--- config.mk ---
export PLATFORM = sky130hd
export DESIGN_NAME = crs_core_regs
export DESIGN_NICKNAME = d
export VERILOG_FILES = /design/src/rtl/crs_pkg.sv /design/src/rtl/crs_addr_unit.sv /design/src/rtl/crs_core_regs.sv
export SDC_FILE = /design/constraint.sdc
export NUM_CORES = 1
export LEC_CHECK = 0
export BUFFER_PORTS_ARGS = -buffer_cell sky130_fd_sc_hd__buf_2
export CORE_MARGIN = 2
export CORE_UTILIZATION = 55
export DETAILED_ROUTE_END_ITERATION = 8
export PLACE_DENSITY = 0.84
export SYNTH_ARGS = -nofsm -noshare
export SYNTH_HDL_FRONTEND = slang
export SYNTH_SLANG_ARGS = --single-unit
--- constraint.sdc ---
create_clock -name clk_sys -period 5.95 [get_ports clk_sys]
set_clock_uncertainty 0.1 [all_clocks]
set_input_delay 1.19 -clock clk_sys [delete_from_list [all_inputs] [get_ports clk_sys]]
set_output_delay 1.19 -clock clk_sys [all_outputs]
set_load 0.1 [all_outputs]
--- src/rtl/crs_pkg.sv ---
package crs_pkg;

	// special function addresses of the core registers
	localparam logic [7:0] CRS_ADDR_STACK_POINTER = 8'h81;
	localparam logic [7:0] CRS_ADDR_POINTER_LOW   = 8'h82;
	localparam logic [7:0] CRS_ADDR_POINTER_HIGH  = 8'h83;
	localparam logic [7:0] CRS_ADDR_STATUS_WORD   = 8'hd0;
	localparam logic [7:0] CRS_ADDR_MAIN_OPERAND  = 8'he0;
	localparam logic [7:0] CRS_ADDR_AUX_OPERAND   = 8'hf0;

	// reset values
	localparam logic [7:0] CRS_RST_STACK_POINTER = 8'h07;
	localparam logic [7:0] CRS_RST_POINTER_LOW   = 8'h00;
	localparam logic [7:0] CRS_RST_POINTER_HIGH  = 8'h00;
	localparam logic [7:0] CRS_RST_STATUS_WORD   = 8'h00;
	localparam logic [7:0] CRS_RST_MAIN_OPERAND  = 8'h00;
	localparam logic [7:0] CRS_RST_AUX_OPERAND   = 8'h00;

	// status word field positions
	localparam int CRS_POS_CARRY      = 7;
	localparam int CRS_POS_HALF_CARRY = 6;
	localparam int CRS_POS_USER_ZERO  = 5;
	localparam int CRS_POS_BANK_HIGH  = 4;
	localparam int CRS_POS_BANK_LOW   = 3;
	localparam int CRS_POS_SIGNED     = 2;
	localparam int CRS_POS_USER_ONE   = 1;
	localparam int CRS_POS_PARITY     = 0;

	// register banks sit in the lowest bytes of internal ram
	localparam int CRS_BANK_COUNT = 4;
	localparam int CRS_BANK_SIZE  = 8;
	localparam logic [7:0] CRS_SFR_BOUNDARY = 8'h80;

	// instruction length limits, in core clock cycles
	localparam logic [2:0] CRS_INSTR_MIN_CYCLES = 3'h1;
	localparam logic [2:0] CRS_INSTR_MAX_CYCLES = 3'h7;

	typedef enum logic [9:0] {
		MODE_DIRECT    = 10'h001,
		MODE_IND_RI    = 10'h002,
		MODE_IND_RI_X  = 10'h004,
		MODE_IND_SP    = 10'h008,
		MODE_IND_DATA_POINTER  = 10'h010,
		MODE_REGISTER  = 10'h020,
		MODE_IDX_DATA_POINTER  = 10'h040,
		MODE_IDX_PC    = 10'h080,
		MODE_JMP_IDX   = 10'h100,
		MODE_IMMEDIATE = 10'h200
	} crs_mode_t;

	typedef enum logic [4:0] {
		SPACE_NONE  = 5'h01,
		SPACE_DATA  = 5'h02,
		SPACE_SFR   = 5'h04,
		SPACE_XRAM  = 5'h08,
		SPACE_CODE  = 5'h10
	} crs_space_t;

	typedef enum logic [1:0] {
		TMR_IDLE = 2'h1,
		TMR_RUN  = 2'h2
	} crs_tmr_state_t;

	// flag results from the execution path
	typedef struct packed {
		logic carryEn;
		logic carry;
		logic halfCarryEn;
		logic halfCarry;
		logic signedEn;
		logic signedRange;
	} crs_flag_upd_t;

	// operand address request
	typedef struct packed {
		crs_mode_t   mode;
		logic [2:0]  regSel;
		logic [7:0]  addrField;
		logic [7:0]  riData;
		logic [15:0] pc;
	} crs_addr_req_t;

endpackage : crs_pkg
--- src/rtl/crs_addr_unit.sv ---
module crs_addr_unit
	import crs_pkg::*;
(
	// request and current register state
	input  wire crs_addr_req_t req,
	input  wire logic [1:0]    bankSel,
	input  wire logic [7:0]    stackPtr,
	input  wire logic [15:0]   dataPtr,
	input  wire logic [7:0]    mainOperand,
	// resolved operand location
	output logic [15:0]        effAddr,
	output crs_space_t         effSpace,
	output logic [7:0]         regAddr
);

	logic [7:0] bankBase;

	// bank base: four banks of eight in the lowest bytes
	assign bankBase = {3'h0, bankSel, 3'h0};

	// register field picks one of eight in the current bank; Ri uses only bit 0
	always_comb begin
		regAddr = 8'h00;
		if (req.mode == MODE_REGISTER) begin
			regAddr = bankBase | {5'h00, req.regSel};
		end else begin
			regAddr = bankBase | {7'h00, req.regSel[0]};
		end
	end

	// effective address per mode
	always_comb begin
		effAddr  = 16'h0000;
		effSpace = SPACE_NONE;
		case (req.mode)
			MODE_DIRECT: begin
				effAddr  = {8'h00, req.addrField};
				effSpace = (req.addrField >= CRS_SFR_BOUNDARY) ? SPACE_SFR : SPACE_DATA;
			end
			MODE_IND_RI: begin
				effAddr  = {8'h00, req.riData};
				effSpace = SPACE_DATA;
			end
			MODE_IND_RI_X: begin
				effAddr  = {8'h00, req.riData};
				effSpace = SPACE_XRAM;
			end
			MODE_IND_SP: begin
				effAddr  = {8'h00, stackPtr};
				effSpace = SPACE_DATA;
			end
			MODE_IND_DATA_POINTER: begin
				effAddr  = dataPtr;
				effSpace = SPACE_XRAM;
			end
			MODE_REGISTER: begin
				effAddr  = {8'h00, regAddr};
				effSpace = SPACE_DATA;
			end
			MODE_IDX_DATA_POINTER: begin
				effAddr  = dataPtr + {8'h00, mainOperand};
				effSpace = SPACE_CODE;
			end
			MODE_IDX_PC: begin
				effAddr  = req.pc + {8'h00, mainOperand};
				effSpace = SPACE_CODE;
			end
			MODE_JMP_IDX: begin
				effAddr  = dataPtr + {8'h00, mainOperand};
				effSpace = SPACE_CODE;
			end
			MODE_IMMEDIATE: begin
				effAddr  = req.pc + 16'h0001;
				effSpace = SPACE_CODE;
			end
			default: begin
				effAddr  = 16'h0000;
				effSpace = SPACE_NONE;
			end
		endcase
	end

endmodule : crs_addr_unit

--- src/rtl/crs_core_regs.sv ---
// Operation
// - status word: carry 7, half carry 6, user0 5, bank 4:3, signed 2, user1 1, parity 0
// - two bank bits pick one of four banks; R0..R7 resolve into it
// - parity is one when main operand holds odd ones, tracks every change
// - carry flag also serves as the one-bit accumulator for bit operations
// - stack pointer marks top of stack, incremented before each push store
// - stack pointer resets to seven, timer state to idle, operand space to none, every other register here to zero
// - data pointer is high byte over low byte, used for xram and code
// - auxiliary operand register acts as a second accumulator
// - instructions take one to seven clocks, timed purely in clock cycles
// - direct mode uses an 8-bit field reaching only internal ram and sfrs
// - 8-bit indirect via R0, R1 or stack pointer; 16-bit only data pointer
// - register mode: 3-bit opcode field picks one of eight bank registers
// - indexed mode reads code only: data pointer or pc plus main operand
// - indexed jump target is base pointer plus main operand
// - immediate operand is fetched from code bytes following the opcode
// - status word lives at sfr 0xd0 on every page, resets to zero
// - user flags are plain read-write bits no result ever changes
// - four banks of eight occupy the lowest 32 bytes of internal ram
module crs_core_regs
	import crs_pkg::*;
(
	// clock and reset
	input  wire logic          clk_sys,
	input  wire logic          rst_n,
	// direct sfr access from the execution path
	input  wire logic          sfrWrEn,
	input  wire logic          sfrRdEn,
	input  wire logic [7:0]    sfrAddr,
	input  wire logic [7:0]    sfrWrData,
	output logic [7:0]         sfrRdData_q,
	output logic               sfrRdHit_q,
	// instruction results
	input  wire logic          mainWrEn,
	input  wire logic [7:0]    mainWrData,
	input  wire logic          auxWrEn,
	input  wire logic [7:0]    auxWrData,
	input  wire crs_flag_upd_t flagUpd,
	input  wire logic          ptrLoad,
	input  wire logic [15:0]   ptrLoadData,
	input  wire logic          ptrInc,
	// stack operations
	input  wire logic          pushReq,
	input  wire logic [7:0]    pushData,
	input  wire logic          popReq,
	output logic [7:0]         stackRamAddr_q,
	output logic               stackRamWr_q,
	output logic               stackRamRd_q,
	output logic [7:0]         stackRamData_q,
	// operand addressing
	input  wire logic          addrReqValid,
	input  wire crs_addr_req_t addrReq,
	output logic               effValid_q,
	output logic [15:0]        effAddr_q,
	output crs_space_t         effSpace_q,
	output logic [7:0]         regAddr_q,
	// instruction timing
	input  wire logic          instrStart,
	input  wire logic [2:0]    instrCycles,
	output logic               instrBusy_q,
	output logic               instrDone_q,
	// register state seen by the core
	output logic [7:0]         mainOperand_q,
	output logic [7:0]         auxOperand_q,
	output logic [7:0]         statusWord_q,
	output logic [7:0]         stackPointer_q,
	output logic [15:0]        dataPointer_q
);

	// architectural registers
	logic [7:0] mainOp_d, mainOp_r;
	logic [7:0] auxOp_d, auxOp_r;
	logic [7:0] status_d, status_r;
	logic [7:0] sp_d, sp_r;
	logic [7:0] ptrLow_d, ptrLow_r;
	logic [7:0] ptrHigh_d, ptrHigh_r;

	// stack ram request
	logic [7:0] stkAddr_d;
	logic       stkWr_d;
	logic       stkRd_d;
	logic [7:0] stkData_d;

	// sfr read port
	logic [7:0] rdData_d;
	logic       rdHit_d;

	// address unit results
	logic [15:0] calcAddr;
	crs_space_t  calcSpace;
	logic [7:0]  calcReg;

	// instruction timer
	crs_tmr_state_t tmrState_d, tmrState_q;
	logic [2:0]     tmrCount_d, tmrCount_q;
	logic           done_d;

	// main and auxiliary operand; an sfr write loses to a same-cycle result
	always_comb begin
		mainOp_d = mainOp_r;
		auxOp_d  = auxOp_r;
		if (sfrWrEn && sfrAddr == CRS_ADDR_MAIN_OPERAND) begin
			mainOp_d = sfrWrData;
		end
		if (mainWrEn) begin
			mainOp_d = mainWrData;
		end
		if (sfrWrEn && sfrAddr == CRS_ADDR_AUX_OPERAND) begin
			auxOp_d = sfrWrData;
		end
		if (auxWrEn) begin
			auxOp_d = auxWrData;
		end
	end

	// status word; parity is rebuilt from the next main operand so it never lags
	always_comb begin
		status_d = status_r;
		if (sfrWrEn && sfrAddr == CRS_ADDR_STATUS_WORD) begin
			status_d = sfrWrData;
		end
		if (flagUpd.carryEn) begin
			status_d[CRS_POS_CARRY] = flagUpd.carry;
		end
		if (flagUpd.halfCarryEn) begin
			status_d[CRS_POS_HALF_CARRY] = flagUpd.halfCarry;
		end
		if (flagUpd.signedEn) begin
			status_d[CRS_POS_SIGNED] = flagUpd.signedRange;
		end
		// writes to the parity bit cannot stick: it always mirrors the operand
		status_d[CRS_POS_PARITY] = ^mainOp_d;
	end

	// stack pointer and stack ram request; push beats pop when both arrive
	always_comb begin
		sp_d      = sp_r;
		stkAddr_d = 8'h00;
		stkWr_d   = 1'b0;
		stkRd_d   = 1'b0;
		stkData_d = 8'h00;
		if (sfrWrEn && sfrAddr == CRS_ADDR_STACK_POINTER) begin
			sp_d = sfrWrData;
		end
		if (pushReq) begin
			sp_d      = sp_r + 8'h01;
			stkAddr_d = sp_r + 8'h01;
			stkWr_d   = 1'b1;
			stkData_d = pushData;
		end else if (popReq) begin
			stkAddr_d = sp_r;
			stkRd_d   = 1'b1;
			sp_d      = sp_r - 8'h01;
		end
	end

	// data pointer bytes; load beats increment beats sfr write
	always_comb begin
		ptrLow_d  = ptrLow_r;
		ptrHigh_d = ptrHigh_r;
		if (sfrWrEn && sfrAddr == CRS_ADDR_POINTER_LOW) begin
			ptrLow_d = sfrWrData;
		end
		if (sfrWrEn && sfrAddr == CRS_ADDR_POINTER_HIGH) begin
			ptrHigh_d = sfrWrData;
		end
		if (ptrLoad) begin
			{ptrHigh_d, ptrLow_d} = ptrLoadData;
		end else if (ptrInc) begin
			{ptrHigh_d, ptrLow_d} = {ptrHigh_r, ptrLow_r} + 16'h0001;
		end
	end

	// sfr read decode; the page register plays no part so every page sees these
	always_comb begin
		rdData_d = 8'h00;
		rdHit_d  = 1'b0;
		if (sfrRdEn) begin
			rdHit_d = 1'b1;
			case (sfrAddr)
				CRS_ADDR_STACK_POINTER: rdData_d = sp_r;
				CRS_ADDR_POINTER_LOW:   rdData_d = ptrLow_r;
				CRS_ADDR_POINTER_HIGH:  rdData_d = ptrHigh_r;
				CRS_ADDR_STATUS_WORD:   rdData_d = status_r;
				CRS_ADDR_MAIN_OPERAND:  rdData_d = mainOp_r;
				CRS_ADDR_AUX_OPERAND:   rdData_d = auxOp_r;
				default: begin
					rdData_d = 8'h00;
					rdHit_d  = 1'b0;
				end
			endcase
		end
	end

	// register file flops
	always_ff @(posedge clk_sys or negedge rst_n) begin
		if (!rst_n) begin
			mainOp_r  <= CRS_RST_MAIN_OPERAND;
			auxOp_r   <= CRS_RST_AUX_OPERAND;
			status_r  <= CRS_RST_STATUS_WORD;
			sp_r      <= CRS_RST_STACK_POINTER;
			ptrLow_r  <= CRS_RST_POINTER_LOW;
			ptrHigh_r <= CRS_RST_POINTER_HIGH;
		end else begin
			mainOp_r  <= mainOp_d;
			auxOp_r   <= auxOp_d;
			status_r  <= status_d;
			sp_r      <= sp_d;
			ptrLow_r  <= ptrLow_d;
			ptrHigh_r <= ptrHigh_d;
		end
	end

	// stack request and read port flops
	always_ff @(posedge clk_sys or negedge rst_n) begin
		if (!rst_n) begin
			stackRamAddr_q <= 8'h00;
			stackRamWr_q   <= 1'b0;
			stackRamRd_q   <= 1'b0;
			stackRamData_q <= 8'h00;
			sfrRdData_q    <= 8'h00;
			sfrRdHit_q     <= 1'b0;
		end else begin
			stackRamAddr_q <= stkAddr_d;
			stackRamWr_q   <= stkWr_d;
			stackRamRd_q   <= stkRd_d;
			stackRamData_q <= stkData_d;
			sfrRdData_q    <= rdData_d;
			sfrRdHit_q     <= rdHit_d;
		end
	end

	// operand address resolution against the current bank and pointers
	crs_addr_unit u_addr (
		.req         (addrReq),
		.bankSel     (status_r[CRS_POS_BANK_HIGH:CRS_POS_BANK_LOW]),
		.stackPtr    (sp_r),
		.dataPtr     ({ptrHigh_r, ptrLow_r}),
		.mainOperand (mainOp_r),
		.effAddr     (calcAddr),
		.effSpace    (calcSpace),
		.regAddr     (calcReg)
	);

	// resolved address is held until the next request
	always_ff @(posedge clk_sys or negedge rst_n) begin
		if (!rst_n) begin
			effValid_q <= 1'b0;
			effAddr_q  <= 16'h0000;
			effSpace_q <= SPACE_NONE;
			regAddr_q  <= 8'h00;
		end else begin
			effValid_q <= addrReqValid;
			if (addrReqValid) begin
				effAddr_q  <= calcAddr;
				effSpace_q <= calcSpace;
				regAddr_q  <= calcReg;
			end
		end
	end

	// instruction timer counts plain clocks; lengths outside 1..7 are clamped
	always_comb begin
		tmrState_d = tmrState_q;
		tmrCount_d = tmrCount_q;
		done_d     = 1'b0;
		case (tmrState_q)
			TMR_IDLE: begin
				if (instrStart) begin
					tmrState_d = TMR_RUN;
					tmrCount_d = (instrCycles < CRS_INSTR_MIN_CYCLES) ?
						CRS_INSTR_MIN_CYCLES : instrCycles;
				end
			end
			TMR_RUN: begin
				if (tmrCount_q == CRS_INSTR_MIN_CYCLES) begin
					tmrState_d = TMR_IDLE;
					tmrCount_d = 3'h0;
					done_d     = 1'b1;
				end else begin
					tmrCount_d = tmrCount_q - 3'h1;
				end
			end
			default: begin
				tmrState_d = TMR_IDLE;
				tmrCount_d = 3'h0;
			end
		endcase
	end

	// timer flops; a start while busy is ignored
	always_ff @(posedge clk_sys or negedge rst_n) begin
		if (!rst_n) begin
			tmrState_q  <= TMR_IDLE;
			tmrCount_q  <= 3'h0;
			instrDone_q <= 1'b0;
			instrBusy_q <= 1'b0;
		end else begin
			tmrState_q  <= tmrState_d;
			tmrCount_q  <= tmrCount_d;
			instrDone_q <= done_d;
			instrBusy_q <= (tmrState_d == TMR_RUN);
		end
	end

	// visible register state comes straight from the register flops
	assign mainOperand_q  = mainOp_r;
	assign auxOperand_q   = auxOp_r;
	assign statusWord_q   = status_r;
	assign stackPointer_q = sp_r;
	assign dataPointer_q  = {ptrHigh_r, ptrLow_r};

endmodule : crs_core_regs

* Yosys cells after proc, flatten, opt, wreduce, memory -nomap -nowiden
Cells that the tools add are included.
Word-level totals: output and inout bits 107, register bits after elaboration 112, word-level logic and storage cells 116, input port bits 122
Cells by class: eq/ne operators 21, bitwise gates (word level) 2, reduce and logical (&&, ||, !) cells 20, $lt $le $gt $ge 2, add/subtract/negate cells 7, muxes and demuxes 40
Operators with widths (number):
- 8-bit two-way mux | 19
- 16-bit one-hot mux with 8 select lines | 1
- 8-bit equality test (second input constant) | 6
- 8-bit one-hot mux with 6 select lines | 1
- 16-bit by 1-bit adder with 16-bit output (second input constant) | 2
- 16-bit by 8-bit adder with 16-bit output | 2
- 5-bit one-hot mux with 4 select lines | 1
- 3-bit two-way mux | 4
- 10-bit by 1-bit equality test with 1-bit output (second input constant) | 1
- 10-bit equality test (second input constant) | 1
- 10-bit by 2-bit equality test with 1-bit output (second input constant) | 1
- 10-bit by 3-bit equality test with 1-bit output (second input constant) | 1
- 10-bit by 4-bit equality test with 1-bit output (second input constant) | 1
- 10-bit by 5-bit equality test with 1-bit output (second input constant) | 1
- 10-bit by 6-bit equality test with 1-bit output (second input constant) | 1
- 10-bit by 7-bit equality test with 1-bit output (second input constant) | 1
- 10-bit by 8-bit equality test with 1-bit output (second input constant) | 1
- 10-bit by 9-bit equality test with 1-bit output (second input constant) | 1
- 1-bit two-way mux | 10
- 3-bit nonzero test | 3
- 8-bit by 1-bit adder with 8-bit output (second input constant) | 1
- 8-bit greater-or-equal comparator (second input constant) | 1
- 2-bit nonzero test | 4
- 8-bit parity | 1
- 17 further kinds | 26

* Longest topological paths before layout
word-level depth 5, gate-level depth with buffers 16, gate-level depth less buffers 14

* Hierarchy
Synthesis repeated with hierarchy kept, for this count alone.
Second synthesis, totals: cell total of the unflattened synthesis 800, area total of the unflattened synthesis 7398.3 um^2
By module, submodules not included:
- crs_core_regs | times used 1, seq. area each 2808.9 um^2, cells each 566, area each 5746.8 um^2
- crs_addr_unit | times used 1, seq. area each 0.0 um^2, cells each 234, area each 1651.6 um^2

* Worst setup path before layout
No wires, ideal clock.
path kind input-to-reg, from input addrReq[35] (netlist name), to register effAddr_q[14], arrival time 3.803 ns, required time 5.715 ns, buffers on the path 2, stages on the path 16, library setup time 0.135 ns, slack 1.911 ns, cells stage by stage buf_6 > nor4_4 > and2_1 > buf_6 > nand3_1 > nand2b_1 > ha_1 > inv_1 > fa_1 > nand2b_1 > a211oi_1 > or4_1 > o2111ai_1 > xnor2_1 > a221oi_1 > a21oi_1
On the way: longest elaborated chain between the ends 3, elaborated cells between the ends (all ways) 13, those cells by class 10 x eq/ne; 1 x mux; 2 x reduce/logical
RTL lines:
- start, declared | line crs_core_regs.sv:52 | input wire crs_addr_req_t addrReq,
- 10-bit by 7-bit equality test with 1-bit output, or another cell as far along | line crs_addr_unit.sv:35 | case (req.mode)
- 2-bit OR reduction (no line)
- 16-bit one-hot mux with 8 select lines * | line crs_addr_unit.sv:35
- end signal, assigned | line crs_core_regs.sv:255 | effAddr_q <= calcAddr;
- end, declared | line crs_core_regs.sv:54 | output logic [15:0] effAddr_q,
Mark *: on every way between the ends. The rest lies on a longest branch, timed or not. A chain may end at the register's enable or synchronous reset.

* Worst setup path in the final report
from input addrReq[37] (netlist name), to register effAddr_q[14]
The elaborated chain is that of the path after synthesis.

==> results.yml <==
detailed_routing:
  route.met2.wl_um: 10800
  vias: 7664
  routedWlPerCell_um: 19.2
  highest_layer: "met4"
  wl_met3_um: 2170
  ant_nets: 0
  first_iter_violations: 946
  drt-total-wl_um: 23700
  avgViaCountPerCell: 6.20
  drtPass1Iterations: 9
  wl_met1_um: 9910
  drcViolationCount: 0
timing:
  setup_viol_count_final: 0
  fmax_ghz: 0.226
  tightest_slew_ns: 0.848
  holdWs_ns: 0.381
  slew_violations: 0
  slew_headroom: 0.434
  period_share: 0.744
  finalSetupTns_ns: 0
  hold_viol: 0
  rsz0062_at_grt: "no"
  min_period_ns: 4.43
finish:
  antenna_cells: 0
  post-route-util: 0.670
  num-fill-cells: 1100
  multi_input_area_um2: 4400
  syn_to_final_growth_pct: 18.8
  seq_area_um2: 2730
  layout.nets: 1202
  drive_above_1_share: 0.256
  fin_area_um2: 8910
clock_tree:
  clk_pin_slew_ns: 0.08
  postCtsSetupBuffers: 0
  cts_root_buf: "clkbuf_16"
  clkLatencyLatePin_ns: 0.36
  cts_made_buffers: 9
  postCtsHoldBufs: 0
  clockBufferDepth: 2
  h-tree-depth: 3
  ctsResizeCount: 0
  cts_tree: "built"
  numClockSinks: 109
logic_synthesis:
  netlist.area_leader.share: 0.347
  yosysSeqAreaShare: 0.364
  synth_area_leaders: "dfrtp_1, o21ai_0, xnor2_1, nand2_1, ha_1"
  synth_ff_type: "dfrtp_1"
  async_flop_share: 1.00
  ys_seq_elements: 109
  synth_enable_flop_cells: 0
  yosys_warnings: 0
  ys_types: 75
  syn_inst: 870
  avgSynthCellArea_um2: 8.63
  synth_common_cells: "dfrtp_1, nand2_1, o21ai_0, nor2_1, a21oi_1"
  syn_area_um2: 7510
  yosysMostFrequentCell: "dfrtp_1"
  yosysTopAreaCell: "dfrtp_1"
power:
  vdd_drop_max_mv: 0.243
  power_density_nw_per_um2: 327
  p_leak_nw: 4.20
global_route:
  grt-ovfl-total: 0
  antenna_found_initial: 0
  grt.total_usage: 0.326
  grt_max_degree: 67
  grt_pass1_vias: 6934
  grt_pass1_wl_um: 36900
outcome:
  status: "completed"
hold_path:
  hold_class: "reg -> reg"
  hp-start: "tmrCount_q[1]"
floorplanning:
  initial_utilization: 0.565
  die_h_um: 121
  die_w_um: 121
  core_area_um2: 13300
  die-area_um2: 14600
  top_level_ports: 229
  rows: 42
critical_path:
  critPathKind: "in -> reg"
  endpoint_kind: "flip-flop"
  crit_start: "addrReq[37]"
  crit_arrival_ns: 4.56
  startpoint_type: "input pin"
  worstReg2RegStart: "mainOperand_q[0]"
  crit_required_ns: 6.08
  path_max_fanout: 14
placement:
  port_buffers: 225
  dp_hpwl_um: 17700
  place.gp.congestion: 0.964
  dpl-instance-area_um2: 8620
flow_run:
  max_cap_violations: 0
sequential cells by signal, summed over array words and instances, names as in the netlist, 2 cells and up:
| name | count |
|---|---|
| effAddr_q | 16 |
| auxOperand_q | 8 |
| mainOperand_q | 8 |
| ptrHigh_r | 8 |
| ptrLow_r | 8 |
| sfrRdData_q | 8 |
| stackPointer_q | 8 |
| stackRamAddr_q | 8 |
| stackRamData_q | 8 |
| statusWord_q | 8 |
| effSpace_q | 5 |
| regAddr_q | 5 |
| tmrCount_q | 3 |
| tmrState_q | 2 |
where the power goes:
| group | total, mW | leakage [nW] | internal (mW) | switching [mW] |
|---|---|---|---|---|
| clock | 0.607 | 0.144 | 0.305 | 0.301 |
| combinational | 1.30 | 2.68 | 0.310 | 0.986 |
| sequential | 1.02 | 1.38 | 0.845 | 0.171 |
| total | 2.92 | 4.20 | 1.46 | 1.46 |
routing by layer:
layer / track usage / vias to the layer above
met5: 0 / -
met4: 0.141 / 0
met3: 0.0608 / 60
met2: 0.502 / 468
met1: 0.450 / 3564
li1: - / 3572
cell type report:
| type | instances | share of cell area |
|---|---|---|
| inverters | 30 | 0.0126 |
| multi-input cells | 677 | 0.494 |
| clock inverters | 5 | 0.00576 |
| clock buffers | 11 | 0.0272 |
| repair buffers | 228 | 0.129 |
| well taps | 176 | 0.0247 |
| flip-flops and latches | 109 | 0.307 |
worst paths after layout:
path | to | depth (start not counted) | slack [ns]
setup reg to reg | effAddr_q[14] | 11 | 2.97
max in group asynchronous | effAddr_q[13] | 2 | 3.82
hold / removal | tmrCount_q[1] | 2 | 0.38
min in group asynchronous | stackRamData_q[0] | 1 | 0.83
setup / recovery | effAddr_q[14] | 15 | 1.52
hold reg to reg | tmrCount_q[1] | 2 | 0.38
critical path, stage by stage:
cell and delay (ns):
buf_2 0.19, nor4_4 0.36, and2_1 0.33, nand3_1 0.30, nand2b_1 0.16, ha_1 0.17, inv_1 0.05, fa_1 0.39
nand2b_1 0.20, a211oi_1 0.27, or4_1 0.20, o2111ai_1 0.15, xnor2_1 0.18, a221oi_1 0.30, a21oi_1 0.11
per-stage QoR:
step / setup WS, ns / std cells / power (mW)
2_1_floorplan: 1.91 / 872 / 2.02
3_3_place_gp: 1.38 / 1220 / 2.30
3_5_place_dp: 1.23 / 1220 / 2.32
4_1_cts: 1.61 / 1236 / 2.92
5_1_grt: 1.28 / 1236 / 3.05
6_report: 1.52 / 1236 / 2.92
placed cells by master (no fill, tap or decap), types with 9 or more instances in the layout:
master,count
nor2b_1,17
mux2_2,10
a222oi_1,18
o31ai_1,13
xnor2_1,39
buf_2,224
o21ai_0,75
a21oi_1,57
and3_1,15
dfrtp_1,104
mux2i_1,20
nand2_1,90
clkbuf_16,9
ha_1,23
xor2_1,11
a31oi_1,14
and2_1,21
nor2_1,63
nor3_1,12
a22oi_1,12
a211oi_1,13
inv_1,29
nand2b_1,12
nand3_1,25
a21boi_0,10
logic make-up after synthesis:
family	Yosys count	share of synthesized area
DFF	109	0.364
buffers and inverters	86	0.0503
and+or+nand+nor	293	0.199
AOI/OAI and AO/OA	276	0.242
muxes	30	0.0417
xor gates and xnor gates	50	0.0583
other	1	0.000500
adders and majority gates	25	0.0437
(Power assumes the default switching activity.)
